<file path="src/verilog/mtp_consts.svh">
// Register offsets, field positions, reset values and counts of the timer block.
`ifndef MTP_CONSTS_SVH
`define MTP_CONSTS_SVH
`define MTP_OFF_START 8'h00
`define MTP_OFF_A_MODE 8'h04
`define MTP_OFF_A_TIMER 8'h08
`define MTP_OFF_INT_STAT 8'h0C
`define MTP_OFF_INT_MASK 8'h10
`define MTP_OFF_B_TIMER 8'h20
`define MTP_OFF_B_MODE 8'h40
`define MTP_B_SPAN 8'h18
`define MTP_AM_CLK_LSB 0
`define MTP_AM_8BIT 2
`define MTP_AM_TRIG_EN 3
`define MTP_AM_TRIG_SRC 4
`define MTP_BM_MODE_LSB 0
`define MTP_BM_EDGE_LSB 2
`define MTP_BM_CLK_LSB 4
`define MTP_BM_SRC 6
`define MTP_RST_TIMER 16'h0000
`define MTP_RST_A_MODE 5'h00
`define MTP_RST_B_MODE 7'h00
`define MTP_RST_FLAGS 7'h00
`define MTP_CYC16_LAST 16'hFFFE
`define MTP_CYC8_LAST 16'h00FE
`define MTP_DIV8_LAST 3'h7
`define MTP_DIV32_LAST 5'h1F
`define MTP_A_UNDEF 16'hFFFF
`endif

</file>
<file path="src/verilog/mtp_pkg.sv">
// Types and the count-source selector shared by the timer block.
package mtp_pkg;
  typedef struct packed {
    logic one;
    logic eight;
    logic t32;
    logic sub32;
  } mtp_tick_s;
  typedef enum logic [1:0] {
    MTP_A_IDLE = 2'h0,
    MTP_A_ARMED = 2'h1,
    MTP_A_RUN = 2'h3
  } mtp_a_state_e;
  typedef enum logic [1:0] {
    MTP_B_TIMER = 2'h0,
    MTP_B_EVENT = 2'h1,
    MTP_B_MEAS = 2'h2,
    MTP_B_RSVD = 2'h3
  } mtp_b_mode_e;
  // Picks one count-source enable by a two-bit select.
  function automatic logic sel_tick(input mtp_tick_s t, input logic [1:0] sel);
    case (sel)
      2'h0: sel_tick = t.one;
      2'h1: sel_tick = t.eight;
      2'h2: sel_tick = t.t32;
      default: sel_tick = t.sub32;
    endcase
  endfunction
endpackage

</file>
<file path="src/verilog/mtp_prescale.sv">
// Count-source divider: one-cycle enables at clock/1, /8, /32 and sub-clock/32.
`timescale 1ns/1ps
`default_nettype none
`include "mtp_consts.svh"
module mtp_prescale (
  input wire logic clock_i,
  input wire logic rst_n_i,
  input wire logic subclk_tick_i,
  output var mtp_pkg::mtp_tick_s ticks_o
);
  typedef struct packed {
    logic [2:0] c8;
    logic [4:0] c32;
    logic [4:0] cs;
    mtp_pkg::mtp_tick_s t;
  } mtp_pre_s;
  mtp_pre_s s_r, s_nxt;
  // Free-running dividers; the sub-clock divides only on its own enable pulses.
  always_comb begin
    s_nxt = s_r;
    s_nxt.c8 = s_r.c8 + 3'h1;
    s_nxt.c32 = s_r.c32 + 5'h01;
    s_nxt.t.one = 1'b1;
    s_nxt.t.eight = (s_r.c8 == `MTP_DIV8_LAST);
    s_nxt.t.t32 = (s_r.c32 == `MTP_DIV32_LAST);
    s_nxt.t.sub32 = subclk_tick_i && (s_r.cs == `MTP_DIV32_LAST);
    if (subclk_tick_i) begin
      s_nxt.cs = s_r.cs + 5'h01;
    end
  end
  always_ff @(posedge clock_i or negedge rst_n_i) begin
    if (!rst_n_i) begin
      s_r <= '0;
    end else begin
      s_r <= s_nxt;
    end
  end
  assign ticks_o = s_r.t;
endmodule
`default_nettype wire

</file>
<file path="src/verilog/mtp_b_chan.sv">
// One type-B channel: down counter with reload in timer and event counter modes.
`timescale 1ns/1ps
`default_nettype none
`include "mtp_consts.svh"
module mtp_b_chan #(
  parameter int W = 16
) (
  input wire logic clock_i,
  input wire logic rst_n_i,
  input wire mtp_pkg::mtp_tick_s tick_i,
  input wire logic [6:0] mode_i,
  input wire logic start_i,
  input wire logic wr_i,
  input wire logic [W-1:0] wdata_i,
  input wire logic pin_i,
  input wire logic nbr_uf_i,
  output logic [W-1:0] count_o,
  output logic uf_o
);
  typedef struct packed {
    logic [W-1:0] cnt;
    logic [W-1:0] reload;
    logic pin_prev;
    logic uf;
  } mtp_b_s;
  mtp_b_s s_r, s_nxt;
  logic [1:0] mode;
  logic [1:0] edge_sel;
  logic run;
  logic edge_hit;
  logic tick;
  // Count-source choice, edge detect, count and reload.
  always_comb begin
    s_nxt = s_r;
    s_nxt.uf = 1'b0;
    s_nxt.pin_prev = pin_i;
    mode = mode_i[`MTP_BM_MODE_LSB +: 2];
    edge_sel = mode_i[`MTP_BM_EDGE_LSB +: 2];
    run = start_i && (mode == mtp_pkg::MTP_B_TIMER || mode == mtp_pkg::MTP_B_EVENT);
    case (edge_sel)
      2'h0: edge_hit = !pin_i && s_r.pin_prev;
      2'h1: edge_hit = pin_i && !s_r.pin_prev;
      default: edge_hit = pin_i != s_r.pin_prev;
    endcase
    if (mode == mtp_pkg::MTP_B_TIMER) begin
      tick = mtp_pkg::sel_tick(tick_i, mode_i[`MTP_BM_CLK_LSB +: 2]);
    end else begin
      tick = mode_i[`MTP_BM_SRC] ? nbr_uf_i : edge_hit;
    end
    if (run && tick) begin
      if (s_r.cnt == '0) begin
        s_nxt.cnt = s_r.reload;
        s_nxt.uf = 1'b1;
      end else begin
        s_nxt.cnt = s_r.cnt - W'(1);
      end
    end
    // A write while counting only reaches the reload value.
    if (wr_i) begin
      s_nxt.reload = wdata_i;
      if (!run) begin
        s_nxt.cnt = wdata_i;
      end
    end
  end
  always_ff @(posedge clock_i or negedge rst_n_i) begin
    if (!rst_n_i) begin
      s_r <= '0;
    end else begin
      s_r <= s_nxt;
    end
  end
  assign count_o = s_r.cnt;
  assign uf_o = s_r.uf;
endmodule
`default_nettype wire

</file>
<file path="src/verilog/mtp_top.sv">
// Timer block top: type-A PWM channel, six type-B channels, registers and interrupt.
//
// Our own choices: the plain strobed port and the placing of the registers.
`timescale 1ns/1ps
`default_nettype none
`include "mtp_consts.svh"
// Functional notes
// - The A counter counts down as a 16-bit or an 8-bit prescaled modulator.
// - The counter reloads at each rising output edge and flags an interrupt when it falls.
// - Triggers that arrive while the modulator is counting are ignored.
// - In 16-bit mode the output is high n periods in a fixed cycle of 65535 periods.
// - In 8-bit mode low byte m prescales by m+1, high n*(m+1) in a 255*(m+1) cycle.
// - Counting starts on a pin trigger, a B0 overflow, or the start flag alone.
// - Clearing the start flag stops the modulator.
// - The trigger pin is a trigger or plain input; the pulse pin carries the PWM wave.
// - Reading the A timer register returns an undefined value, not the count.
// - A timer write when stopped loads reload and counter, when running only reload.
// - Each B channel 0 to 5 picks timer or event mode from two low bits; measurement mode holds it stopped.
// - B timer mode counts a divided clock down, reloads on underflow and interrupts.
// - A B channel divides its count source by the set value plus one.
// - A B channel runs while its start flag is one and halts when cleared.
// - Reading a B timer register returns its live count.
// - B event mode counts pin edges, rising, falling or both, or another overflow.
module mtp_top #(
  parameter int BW = 16
) (
  input wire logic clock_i,
  input wire logic rst_n_i,
  input wire logic [7:0] addr_i,
  input wire logic [31:0] wdata_i,
  input wire logic wr_i,
  input wire logic rd_i,
  output logic [31:0] rdata_o,
  input wire logic a_channel_trigger_pin_i,
  output logic a_channel_pulse_pin_o,
  input wire logic [5:0] b_channel_count_pin_i,
  input wire logic subclk_tick_i,
  output logic irq_o
);
  typedef struct packed {
    mtp_pkg::mtp_a_state_e st;
    logic [15:0] reload;
    logic [15:0] high;
    logic [15:0] cyc;
    logic [7:0] pre;
    logic [7:0] pm;
    logic out;
    logic trig_prev;
    logic [6:0] start;
    logic [4:0] a_mode;
    logic [5:0][6:0] b_mode;
    logic [6:0] status;
    logic [6:0] mask;
    logic irq;
    logic [31:0] rdata;
  } mtp_top_s;

  mtp_top_s s_r, s_nxt;
  mtp_pkg::mtp_tick_s ticks;
  logic [5:0][BW-1:0] b_count;
  logic [5:0] b_uf;
  logic [5:0] b_wr;
  logic tick_a;
  logic trig;
  logic mode8;
  logic restart;
  logic a_evt;
  logic [6:0] clr;
  logic [3:0] hit_t;
  logic [3:0] hit_m;

  // Decodes a B register window: bit 3 is the hit, bits 2:0 the channel.
  function automatic logic [3:0] b_decode(input logic [7:0] a, input logic [7:0] base);
    logic [7:0] d;
    d = a - base;
    b_decode = 4'h0;
    if (a >= base && d < `MTP_B_SPAN && d[1:0] == 2'h0) begin
      b_decode = {1'b1, d[4:2]};
    end
  endfunction

  mtp_prescale u_pre (
    .clock_i(clock_i),
    .rst_n_i(rst_n_i),
    .subclk_tick_i(subclk_tick_i),
    .ticks_o(ticks)
  );

  assign hit_t = b_decode(addr_i, `MTP_OFF_B_TIMER);
  assign hit_m = b_decode(addr_i, `MTP_OFF_B_MODE);

  // Six B channels; each takes its lower neighbour's underflow as event source, and B0 takes B5's.
  genvar gi;
  generate
    for (gi = 0; gi < 6; gi++) begin : g_b
      assign b_wr[gi] = wr_i && hit_t[3] && (hit_t[2:0] == 3'(gi));
      mtp_b_chan #(
        .W(BW)
      ) u_b (
        .clock_i(clock_i),
        .rst_n_i(rst_n_i),
        .tick_i(ticks),
        .mode_i(s_r.b_mode[gi]),
        .start_i(s_r.start[gi+1]),
        .wr_i(b_wr[gi]),
        .wdata_i(wdata_i[BW-1:0]),
        .pin_i(b_channel_count_pin_i[gi]),
        .nbr_uf_i(b_uf[(gi+5)%6]),
        .count_o(b_count[gi]),
        .uf_o(b_uf[gi])
      );
    end
  endgenerate

  // Modulator sequence, register writes, interrupt status and read data.
  always_comb begin
    s_nxt = s_r;
    s_nxt.rdata = 32'h0000_0000;
    restart = 1'b0;
    a_evt = 1'b0;
    clr = 7'h00;
    mode8 = s_r.a_mode[`MTP_AM_8BIT];
    tick_a = mtp_pkg::sel_tick(ticks, s_r.a_mode[`MTP_AM_CLK_LSB +: 2]);
    trig = s_r.a_mode[`MTP_AM_TRIG_SRC] ? b_uf[0] : (a_channel_trigger_pin_i && !s_r.trig_prev);
    s_nxt.trig_prev = a_channel_trigger_pin_i;
    if (!s_r.start[0]) begin
      s_nxt.st = mtp_pkg::MTP_A_IDLE;
      s_nxt.out = 1'b0;
    end else begin
      case (s_r.st)
        mtp_pkg::MTP_A_IDLE: begin
          if (s_r.a_mode[`MTP_AM_TRIG_EN]) begin
            s_nxt.st = mtp_pkg::MTP_A_ARMED;
          end else begin
            s_nxt.st = mtp_pkg::MTP_A_RUN;
            restart = 1'b1;
          end
        end
        mtp_pkg::MTP_A_ARMED: begin
          if (trig) begin
            s_nxt.st = mtp_pkg::MTP_A_RUN;
            restart = 1'b1;
          end
        end
        mtp_pkg::MTP_A_RUN: begin
          if (tick_a) begin
            if (s_r.pre != 8'h00) begin
              s_nxt.pre = s_r.pre - 8'h01;
            end else begin
              s_nxt.pre = s_r.pm;
              if (s_r.cyc == 16'h0000) begin
                restart = 1'b1;
              end else begin
                s_nxt.cyc = s_r.cyc - 16'h0001;
                if (s_r.high != 16'h0000) begin
                  s_nxt.high = s_r.high - 16'h0001;
                  if (s_r.high == 16'h0001) begin
                    s_nxt.out = 1'b0;
                    a_evt = 1'b1;
                  end
                end
              end
            end
          end
        end
        default: s_nxt.st = mtp_pkg::MTP_A_IDLE;
      endcase
    end
    // Restart loads high n and the fixed cycle, with prescale m in 8-bit mode.
    if (restart) begin
      s_nxt.cyc = mode8 ? `MTP_CYC8_LAST : `MTP_CYC16_LAST;
      s_nxt.high = mode8 ? {8'h00, s_r.reload[15:8]} : s_r.reload;
      s_nxt.pm = mode8 ? s_r.reload[7:0] : 8'h00;
      s_nxt.pre = mode8 ? s_r.reload[7:0] : 8'h00;
      s_nxt.out = mode8 ? (s_r.reload[15:8] != 8'h00) : (s_r.reload != 16'h0000);
    end
    // Register writes; B timer writes go straight to the channels.
    if (wr_i) begin
      case (addr_i)
        `MTP_OFF_START: s_nxt.start = wdata_i[6:0];
        `MTP_OFF_A_MODE: s_nxt.a_mode = wdata_i[4:0];
        `MTP_OFF_A_TIMER: begin
          s_nxt.reload = wdata_i[15:0];
          if (s_r.st != mtp_pkg::MTP_A_RUN) begin
            s_nxt.high = wdata_i[15:0];
          end
        end
        `MTP_OFF_INT_STAT: clr = wdata_i[6:0];
        `MTP_OFF_INT_MASK: s_nxt.mask = wdata_i[6:0];
        default: begin
          if (hit_m[3]) begin
            s_nxt.b_mode[hit_m[2:0]] = wdata_i[6:0];
          end
        end
      endcase
    end
    // Set wins over a write-one clear landing in the same cycle.
    s_nxt.status = (s_r.status & ~clr) | {b_uf, a_evt};
    s_nxt.irq = |(s_nxt.status & s_nxt.mask);
    // Read data stands only in the cycle after the strobe; unmapped reads give zero.
    if (rd_i) begin
      case (addr_i)
        `MTP_OFF_START: s_nxt.rdata = {25'h0, s_r.start};
        `MTP_OFF_A_MODE: s_nxt.rdata = {27'h0, s_r.a_mode};
        `MTP_OFF_A_TIMER: s_nxt.rdata = {16'h0000, `MTP_A_UNDEF};
        `MTP_OFF_INT_STAT: s_nxt.rdata = {25'h0, s_r.status};
        `MTP_OFF_INT_MASK: s_nxt.rdata = {25'h0, s_r.mask};
        default: begin
          if (hit_t[3]) begin
            s_nxt.rdata = 32'(b_count[hit_t[2:0]]);
          end else if (hit_m[3]) begin
            s_nxt.rdata = {25'h0, s_r.b_mode[hit_m[2:0]]};
          end
        end
      endcase
    end
  end

  // All state in one register; reset leaves every channel stopped.
  always_ff @(posedge clock_i or negedge rst_n_i) begin
    if (!rst_n_i) begin
      s_r <= '0;
      s_r.st <= mtp_pkg::MTP_A_IDLE;
      s_r.reload <= `MTP_RST_TIMER;
      s_r.a_mode <= `MTP_RST_A_MODE;
      s_r.b_mode <= {6{`MTP_RST_B_MODE}};
      s_r.start <= `MTP_RST_FLAGS;
      s_r.mask <= `MTP_RST_FLAGS;
    end else begin
      s_r <= s_nxt;
    end
  end

  assign rdata_o = s_r.rdata;
  assign a_channel_pulse_pin_o = s_r.out;
  assign irq_o = s_r.irq;
endmodule
`default_nettype wire

</file>
<file path="config.mk">
export PLATFORM = sky130hd
export DESIGN_NAME = mtp_top
export DESIGN_NICKNAME = d
export VERILOG_FILES = /design/src/verilog/mtp_pkg.sv /design/src/verilog/mtp_prescale.sv /design/src/verilog/mtp_b_chan.sv /design/src/verilog/mtp_top.sv
export VERILOG_INCLUDE_DIRS = /design/src /design/src/verilog
export SDC_FILE = /design/constraint.sdc
export NUM_CORES = 1
export LEC_CHECK = 0
export ABC_AREA = 1
export BUFFER_PORTS_ARGS = -buffer_cell sky130_fd_sc_hd__buf_2
export CORE_MARGIN = 4
export CORE_UTILIZATION = 40
export DETAILED_ROUTE_END_ITERATION = 7
export HOLD_SLACK_MARGIN = 0.05
export PLACE_DENSITY_LB_ADDON = 0.3
export SETUP_SLACK_MARGIN = 0.2
export SLEW_MARGIN = 20
export SYNTH_ARGS = -nofsm -noshare
export SYNTH_HDL_FRONTEND = slang
export SYNTH_HIERARCHICAL = 1
export SYNTH_SLANG_ARGS = --single-unit
</file>
<file path="constraint.sdc">
create_clock -name clock_i -period 2.84 [get_ports clock_i]
set_input_delay 0.142 -clock clock_i [delete_from_list [all_inputs] [get_ports clock_i]]
set_output_delay 0.142 -clock clock_i [all_outputs]
set_load 0.05 [all_outputs]
</file>
==> metrics.cfg, run 1 <==
[drt]
drt-total-wl_mm=74.4
drcViolationCount=0
antenna_left=0
first_iter_violations=1831
wl_per_cell_um=18.0
firstDrtPassIters=6
vias=21600
vias_per_cell=5.20

[setup_path]
crit_top_cell=inv_1
cp_num_buf_inv=4
path_max_fanout=23
cp.required_ps=3310
cp_cell_sequence=inv_1 -> ha_1 -> inv_1 -> nor3_1 -> nand3_2 -> o21ai_4 -> nand2_4 -> buf_4 -> nand3_1 -> nand3_1 -> nand2_1 -> inv_1
endpoint_kind=flop
cp_slowest_stage_delay_ps=390
crit_path_start_kind=flop
crit_path_top_delay_cell=dfrtp_1
worst_path_dominant_cell_family=simple AND/OR/NAND/NOR gates
critical_path_class=flop to flop
cp.arrival_ps=2870
regToRegSetupSlack_ps=440

[cells_and_area]
antenna_cells=0
final_util=0.436
area_delta_synth_final_pct=8.08
drive_gt1_frac=0.106
final_cell_area_sq_mm=0.0258
multiInputGateArea_sq_mm=0.0116
nNetsFinal=3428
n_fill_cell=6192
register_area_sq_mm=0.00936

[yosys]
synth_ff_type=dfrtp_1
avgSynthCellArea_sq_um=7.04
yosysTopAreaCellShare=0.393
synth_area_sq_mm=0.0238
yosysUniqueCellTypes=52
synth_area_leaders=dfrtp_1 39%, nand2_1 15%, nor2_1 6.0%
syn_inst=3383
post-synth-top-area-cell=dfrtp_1
async_flop_share=1.00
yosysWarnings=6
ys_seq_elements=374
synth-edff-count=0
yosysSeqAreaShare=0.393

[die]
die_w_um=252
start_util=0.404
die-height_um=252
io_pins=86
coreArea_sq_mm=0.0590
fp-row-count=89
dieArea_sq_mm=0.0636

[power]
power.density_mw_per_mm2=841
vdd_drop_max_mv=0.641
pwr-share-comb=0.376
p_switching_mw=9.03
seq_power_share=0.348
switching_share=0.417
leakage_nw=12.6
power.share.clock=0.275
internal_power_mw=12.6

[clock_network]
clockRootBuffer=clkbuf_16
htree_levels=2
postCtsSetupBuffers=0
clk_latency_ps=600
cts_sinks=374
numCtsBuffers=46
cts_tree=done
clk_path_buf_depth=3
clk_pin_slew_ps=60

[grt]
grt_pass1_wl_mm=118
grt_max_degree=76
grtUsageTotal=0.233
grt_pass1_vias=20300
antenna_found_initial=3
grt_remaining_overflow=0

[timing]
hold_viol_final=0
tightest_slew_ps=660
max-slew-margin-rel=0.560
min_period_over_period=0.845
timing.fmax_mhz=416
setup-violations-final=0
rsz0062_at_grt=false
drv_slew=0
tns_ps=0
finalCriticalPeriod_ps=2400
clock_skew_ps=32.4

[placement]
io_buffers=53
placed_area_sq_mm=0.0241
dp_hpwl_mm=52.4
routabilityCongestion=0.952

[worst_hold_path]
hp-class=input port to flop

[status]
status=completed

[run]
maxCapViolations=0

-- through the flow --
stage / std cells / hold WS, ps / worst slack, ps / total power [mW]
CTS: 4146 / 51.0 / 322 / 21.7
detailed placement: 4051 / 181 / 283 / 15.6
global route: 4146 / 64.8 / 211 / 23.3
global placement: 4051 / 183 / 311 / 15.5
finish: 4146 / 72.3 / 439 / 21.7
floorplan: 3398 / -154 / 616 / 14.2
-- worst min-delay path: stages --
cell	delay, ps
buf_2	300
nand2_1	150
nand2_1	50
-- registers in the layout (all words and copies together) (netlist names) --
register,cells
g_b.u_b/count_o,96
irq_o,1
mode8,1
rdata_o,16
a_channel_pulse_pin_o,1
g_b.u_b/s_r,102
s_r,134
u_pre/ticks_o,4
u_pre/s_r,13
g_b.u_b/uf_o,6
-- synthesized netlist by cell type (3+ instances only) --
cell / count
o22ai_1: 37
a21oi_1: 214
ha_1: 37
o21ai_1: 37
or2_2: 8
nand4_1: 31
buf_4: 140
a221oi_1: 8
inv_2: 18
xor2_1: 20
o211ai_1: 17
nor2_4: 23
nor4_1: 4
o21ai_0: 214
a22oi_1: 3
clkinv_2: 6
nand3_1: 222
buf_6: 9
nor3_1: 10
o2111ai_1: 4
nand3b_1: 19
nor2_1: 381
nand3_2: 34
dfrtp_1: 374
o21ai_2: 12
clkbuf_1: 38
nand2_1: 952
nand2_2: 21
buf_2: 33
nor2_2: 41
a31oi_1: 9
mux2_2: 8
inv_1: 373
-- final timing paths --
path | from | endpoint | cells past startpoint
max | s_r[119] | s_r[141] | 12
min reg2reg | u_pre/s_r[14] | u_pre/s_r[14] | 1
min | wdata_i[8] | g_b[3].u_b/s_r[10] | 3
min in group asynchronous | rst_n_i | u_pre/s_r[5] | 2
max reg2reg | s_r[119] | s_r[141] | 12
max in group asynchronous | rst_n_i | g_b[0].u_b/count_o[8] | 3
-- routing by layer --
metal | track usage | wire length (um) | up-vias | share of wire
met1 | 0.330 | 33400 | 10100 | 0.45
met5 | 0 | 0 | - | 0
li1 | - | - | 10600 | -
met4 | 0.0656 | 2050 | 0 | 0.028
met3 | 0.0333 | 5180 | 108 | 0.070
met2 | 0.373 | 33800 | 702 | 0.45
-- cell usage in the layout, fill, tap and decap left out, types with 8 or more instances in the layout --
master,instances
nand2_1,950
nor2_1,381
dfrtp_1,374
inv_1,373
nand3_1,222
o21ai_0,214
a21oi_1,214
buf_2,52
clkbuf_16,47
buf_4,45
nor2_2,41
o21ai_1,37
o22ai_1,37
ha_1,37
nand3_2,34
nand4_1,31
nor2_4,23
nand2_2,23
xor2_1,20
nand3b_1,19
inv_2,17
o211ai_1,17
conb_1,17
clkinv_2,15
clkbuf_8,13
dlygate4sd3_1,13
o21ai_2,11
nor3_1,10
a31oi_1,9
a221oi_1,8
or2_2,8
mux2_2,8
clkbuf_1,8
-- kinds of logic (layout without fill, tap and decap cells) --
logic type / after synthesis / count (layout) / synth area share
AOI/OAI and AO/OA: 567 / 567 / 0.129
muxes: 8 / 8 / 0.00378
other: 2 / 17 / 0.000315
xor gates and xnor gates: 22 / 22 / 0.00809
DFF: 374 / 374 / 0.393
buffers and inverters: 620 / 595 / 0.125
and+or+nand+nor: 1753 / 1753 / 0.322
adders and majority gates: 37 / 37 / 0.0194
-- timing repair --
action | 4_1_cts | 5_1_grt
resized for setup | 0 | 4
hold buffers | 13 | 0
setup endpoints to repair | 0 | 17
hold endpoints to repair | 127 | 0
-- power by group through the flow --
stage	logic [mW]	clock network, mW	registers (mW)
2_1_floorplan	7.12	0	7.11
4_1_cts	8.06	6.10	7.53
3_3_place_gp	7.95	0	7.60
6_report	8.15	5.96	7.54
3_5_place_dp	8.00	0	7.61
5_1_grt	9.27	6.31	7.69
-- cell type report --
type / count / area share
flip-flops and latches: 374 / 0.363
well taps: 773 / 0.0375
multi-input cells: 2404 / 0.449
repair buffers: 115 / 0.0320
clock inverters: 14 / 0.00578
clock buffers: 68 / 0.0538
inverters: 398 / 0.0583
(Power assumes the default switching activity.)
==> run 2, diff against run 1 <==
==> constraint.sdc (replaced) <==
create_clock -name clock_i -period 1.9 [get_ports clock_i]
set_input_delay 0.095 -clock clock_i [delete_from_list [all_inputs] [get_ports clock_i]]
set_output_delay 0.095 -clock clock_i [all_outputs]
set_load 0.05 [all_outputs]
==> run 2 against run 1 <==
Effect of this change: worst hold slack improved by 1.9 ps; die area unchanged; combinational power grew 110%; clock-buffer cell count rose by 2; largest power group unchanged.
==> metrics.cfg, run 2 (synthesis gave the netlist of run 1 again) <==
[status]
status=completed

[die]
coreArea_sq_mm=0.0590
die-height_um=252
dieArea_sq_mm=0.0636
die_w_um=252
start_util=0.404
fp-row-count=89
io_pins=86

[setup_path]
reg2reg_to=s_r[137]
endpoint_kind=flop
r2r-start=s_r[119]
crit_path_top_delay_cell=dfrtp_1
crit_top_cell=nand2_1
crit_path_start=s_r[119]
cp_cell_sequence=inv_2 -> ha_4 -> inv_2 -> nor3_4 -> nand3_2 -> buf_6 -> nand2_4 -> buf_6 -> nor2_4 -> nand2_2 -> nand2_1 -> nand2_1 -> nand2_1 -> nand3_2 -> nand2_1 -> inv_1
critical_path_class=flop to flop
cp_slowest_stage_delay_ps=360
regToRegSetupSlack_ps=40
crit_path_start_kind=flop
cp.required_ps=2400
cp.arrival_ps=2360
path_max_fanout=6
ff2ff_path_depth=16

[clock_network]
clk_pin_slew_ps=60
cts_sinks=374
numCtsBuffers=45
htree_levels=2
cts_tree=done
clk_path_buf_depth=3
clk_latency_ps=600
clockRootBuffer=clkbuf_16

[grt]
grt_remaining_overflow=0
grt_pass1_vias=21600
antenna_found_initial=3
grt_max_degree=70
grt_pass1_wl_mm=125
grtUsageTotal=0.249

[worst_hold_path]
hold_start=wdata_i[11]
min_to=g_b[4].u_b/s_r[13]
hp-class=input port to flop
hold_depth=3

[placement]
routabilityCongestion=0.979
io_buffers=53
placed_area_sq_mm=0.0262
dp_hpwl_mm=57.9

[drt]
wl_met1_mm=35.8
firstDrtPassIters=6
first_iter_violations=2270
drcViolationCount=0
wl_met3_mm=6.57
met2WireLength_mm=38.4
wl_per_cell_um=18.8
vias=23700
drt-total-wl_mm=84.1
antenna_left=0
vias_per_cell=5.32
top_layer_used=met5

[timing]
tns_ps=0
max-slew-margin-rel=0.500
setup-violations-final=0
hold_slack_ps=74.2
tightest_slew_ps=750
min_period_over_period=0.980
clock_skew_ps=27.8
timing.fmax_mhz=537
rsz0062_at_grt=true
hold_viol_final=0
finalCriticalPeriod_ps=1860
drv_slew=0

[power]
power.density_mw_per_mm2=1190
power.share.clock=0.243
p_switching_mw=15.3
switching_share=0.421
finalPower_mw=36.4
internal_power_mw=21.1
seq_power_share=0.295
vdd_drop_max_mv=0.823
pwr-share-comb=0.462
leakage_nw=14.8

[cells_and_area]
n_fill_cell=5686
layout_commonest_cell=nand2_1
nNetsFinal=3745
drive_gt1_frac=0.269
final_cell_mix=879 x nand2_1, 365 x dfrtp_1, 335 x inv_1
antenna_cells=0
multiInputGateArea_sq_mm=0.0132
final_cell_area_sq_mm=0.0305
largest_register_ffs=134
area_delta_synth_final_pct=28.1
regMostFlops=s_r
final_util=0.517
register_area_sq_mm=0.00937

[run]
maxCapViolations=0

## run 2: cell count changes in the layout (fill, tap and decap cells not counted), moves of 24 or more
cell / previous run / this run
a21oi_1: 214 / 141
a21oi_2: 1 / 66
buf_12: 4 / 29
buf_4: 45 / 279
buf_6: 0 / 34
inv_1: 373 / 335
inv_2: 17 / 41
nand2_1: 950 / 879
nand2_2: 23 / 64
nand2_4: 1 / 31
nand3_1: 222 / 175
nand3_2: 34 / 67
nor2_1: 381 / 331
nor2_4: 23 / 54
## run 2: power groups by stage
stage,combinational [mW],sequential [mW],clock (mW)
2_1_floorplan,10.7,10.6,0
3_3_place_gp,14.3,10.7,0
3_5_place_dp,14.3,10.7,0
4_1_cts,14.7,10.6,9.05
5_1_grt,18.6,10.9,9.33
6_report,16.8,10.7,8.86
## run 2: layout make-up
class                   count  share of cell area
well taps                 773              0.0317
inverters                 398              0.0512
repair buffers            433               0.129
clock inverters            11             0.00521
multi-input cells        2404               0.432
flip-flops and latches    374               0.307
clock buffers              70              0.0439
## run 2: worst max path at each step
stage / to / cells after the start
2_1_floorplan: s_r[117] / 11
5_1_grt: s_r[137] / 15
4_1_cts: s_r[137] / 15
3_3_place_gp: rdata_o[11] / 13
6_report: s_r[137] / 16
3_5_place_dp: s_r[128] / 11
## run 2: metrics by stage
step / instances / setup slack, ps
after global placement: 4289 / -91.2
after detailed placement: 4289 / -138
after CTS: 4419 / 74.1
after global routing: 4463 / -77.7
after floorplan: 3398 / 54.8
final: 4463 / 38.9
## run 2: repair_timing
action | CTS | global route
cloned | 4 | 14
buffers inserted | 23 | 30
endpoints found under the setup margin | 86 | 150
pin swaps | 30 | 146
hold buffers | 22 | 0
resized for setup | 88 | 390
endpoints found under the hold margin | 469 | 0
## run 2: routing by layer
metal	up-vias	GRT usage
met2	905	0.393
met4	2	0.0780
met5	-	0
met1	11400	0.351
met3	189	0.0438
li1	11300	-
## run 2: critical path: cells and delay by family (launching register included)
kind	cells	cell delay, ps
adders and majority gates	1	160
buffers and inverters	5	430
and+or+nand+nor	10	810
DFF	1	360
==> run 3, diff against run 2 <==
--- a/config.mk
+++ b/config.mk
@@ -8,6 +8,7 @@
 export LEC_CHECK = 0
 export ABC_AREA = 1
 export BUFFER_PORTS_ARGS = -buffer_cell sky130_fd_sc_hd__buf_2
+export CORE_ASPECT_RATIO = 1.5
 export CORE_MARGIN = 4
 export CORE_UTILIZATION = 40
 export DETAILED_ROUTE_END_ITERATION = 7
==> run 3 against run 2 <==
Effect of this change: the run now ends with negative setup slack left; utilization rose by 0.17 points; final cell count down 0.38%; power down 0.12%; maximum frequency down 2.1%; first-iteration DRC count down 20%; wire length up 1.2%; global-route usage is essentially flat; combinational power increased by 2%; clock power shrank 4.3%; critical path depth is 5 lower; sequential share of layout area about the same; highest routed layer is now met4.
==> metrics.cfg, run 3 (synthesis gave the netlist of run 1 again) <==
[status]
status=finished, violations left
violations=negative setup slack

[cells_and_area]
drive_gt1_frac=0.274
layout_commonest_cell=nand2_1
multiInputGateArea_sq_mm=0.0134
n_fill_cell=5768
largest_register_ffs=134
regMostFlops=s_r
register_area_sq_mm=0.00937
nNetsFinal=3728
area_delta_synth_final_pct=28.2
final_util=0.519
final_cell_mix=875 x nand2_1, 364 x dfrtp_1, 343 x inv_1
antenna_cells=0

[grt]
grt_pass1_vias=22300
grt_remaining_overflow=0
grt_pass1_wl_mm=126
grt_max_degree=69
antenna_found_initial=0
grtUsageTotal=0.249

[setup_path]
cp.required_ps=2350
cp.arrival_ps=2350
crit_path_start_kind=flop
r2r-start=s_r[116]
endpoint_kind=flop
path_max_fanout=8
reg2reg_to=s_r[111]
critical_path_class=flop to flop
ff2ff_path_depth=11
regToRegSetupSlack_ps=-0.6

[die]
die-height_um=307
io_pins=86
fp-row-count=109
dieArea_sq_mm=0.0636
coreArea_sq_mm=0.0589
die_w_um=207
start_util=0.405

[power]
leakage_nw=14.9
vdd_drop_max_mv=0.667
power.density_mw_per_mm2=1190

[clock_network]
clk_path_buf_depth=3
numCtsBuffers=41
htree_levels=2
cts_tree=done
clk_pin_slew_ps=60
clk_latency_ps=590
clockRootBuffer=clkbuf_16
cts_sinks=374

[drt]
drt-total-wl_mm=85.0
vias_per_cell=5.28
first_iter_violations=1808
wl_per_cell_um=19.1
vias=23500
drcViolationCount=0
firstDrtPassIters=5
antenna_left=0

[timing]
tightest_slew_ps=707
tns_ps=-0.571
max-slew-margin-rel=0.528
clock_skew_ps=20.0
min_period_over_period=1.00
setup-violations-final=1
worst_slack_ps=-0.571
drv_slew=0
timing.fmax_mhz=526
hold_viol_final=0
rsz0062_at_grt=true
finalCriticalPeriod_ps=1900

[worst_hold_path]
hold_start=wdata_i[9]
hold_depth=3
hp-class=input port to flop
min_to=g_b[1].u_b/s_r[11]

[placement]
routabilityCongestion=0.972
dp_hpwl_mm=60.2
io_buffers=53

[run]
maxCapViolations=0

-- run 3: cell types whose count changed in the layout (fill, tap and decap cells not counted), sizes merged --
cell / change
buf: -22
clkbuf: -8
clkinv: +4
dlygate4sd3: +2
bufinv: +1
clkinvlp: +1
nand2: +1
-- run 3: worst max-delay path by stage --
| stage | from | to | slack [ps] |
|---|---|---|---|
| after floorplan | s_r[119] | s_r[117] | 50 |
| after global placement | addr_i[6] | g_b[1].u_b/count_o[12] | -100 |
| after detailed placement | addr_i[6] | g_b[1].u_b/count_o[12] | -130 |
| after CTS | s_r[120] | s_r[138] | 70 |
| after global routing | s_r[120] | s_r[142] | -80 |
| final | s_r[116] | s_r[111] | -0.6 |
-- run 3: layout make-up --
cell class	count	area share
repair buffers	418	0.125
repair inverters	1	0.000164
clock inverters	16	0.00704
multi-input cells	2405	0.440
well taps	777	0.0318
inverters	398	0.0511
clock buffers	57	0.0385
flip-flops and latches	374	0.307
-- run 3: worst max-delay path, cell delays in order (launching register included) --
cell and delay (ps):
dfrtp_1 390, nor2_2 170, nand2_4 90, nor2_8 180, nand3_4 100, o21ai_4 220
nand2_2 170, buf_6 180, nand2_4 80, inv_8 50, nand2_1 50, nand3_1 70
-- run 3: where the power goes --
group | internal, mW | switching, mW
clock network | 4.90 | 3.58
registers | 9.32 | 1.42
logic | 6.56 | 10.6
-- run 3: metal layers --
| metal | wire [um] | GRT usage | share of wire |
|---|---|---|---|
| met5 | 0 | 0 | 0 |
| met4 | 5560 | 0.128 | 0.065 |
| met3 | 4390 | 0.0282 | 0.052 |
| met2 | 42100 | 0.443 | 0.49 |
| met1 | 33000 | 0.298 | 0.39 |
-- run 3: metrics by stage --
step,worst slack [ps],instance area [sq um],hold WS [ps],cells,power [mW]
2_1_floorplan,54.8,24100,-201,3398,21.3
3_3_place_gp,-95.3,26300,22.9,4297,25.1
3_5_place_dp,-127,26300,21.0,4297,25.3
4_1_cts,69.9,28400,54.9,4409,34.2
5_1_grt,-81.0,30600,83.0,4446,38.7
6_report,-0.571,30600,68.2,4446,36.4
-- run 3: repair_timing --
item | in CTS | in global routing
resized for setup | 92 | 408
hold buffers | 24 | 0
setup buffers | 13 | 17
hold endpoints to repair | 436 | 0
gates cloned | 2 | 20
pin swaps | 23 | 168
setup endpoints to repair | 129 | 150
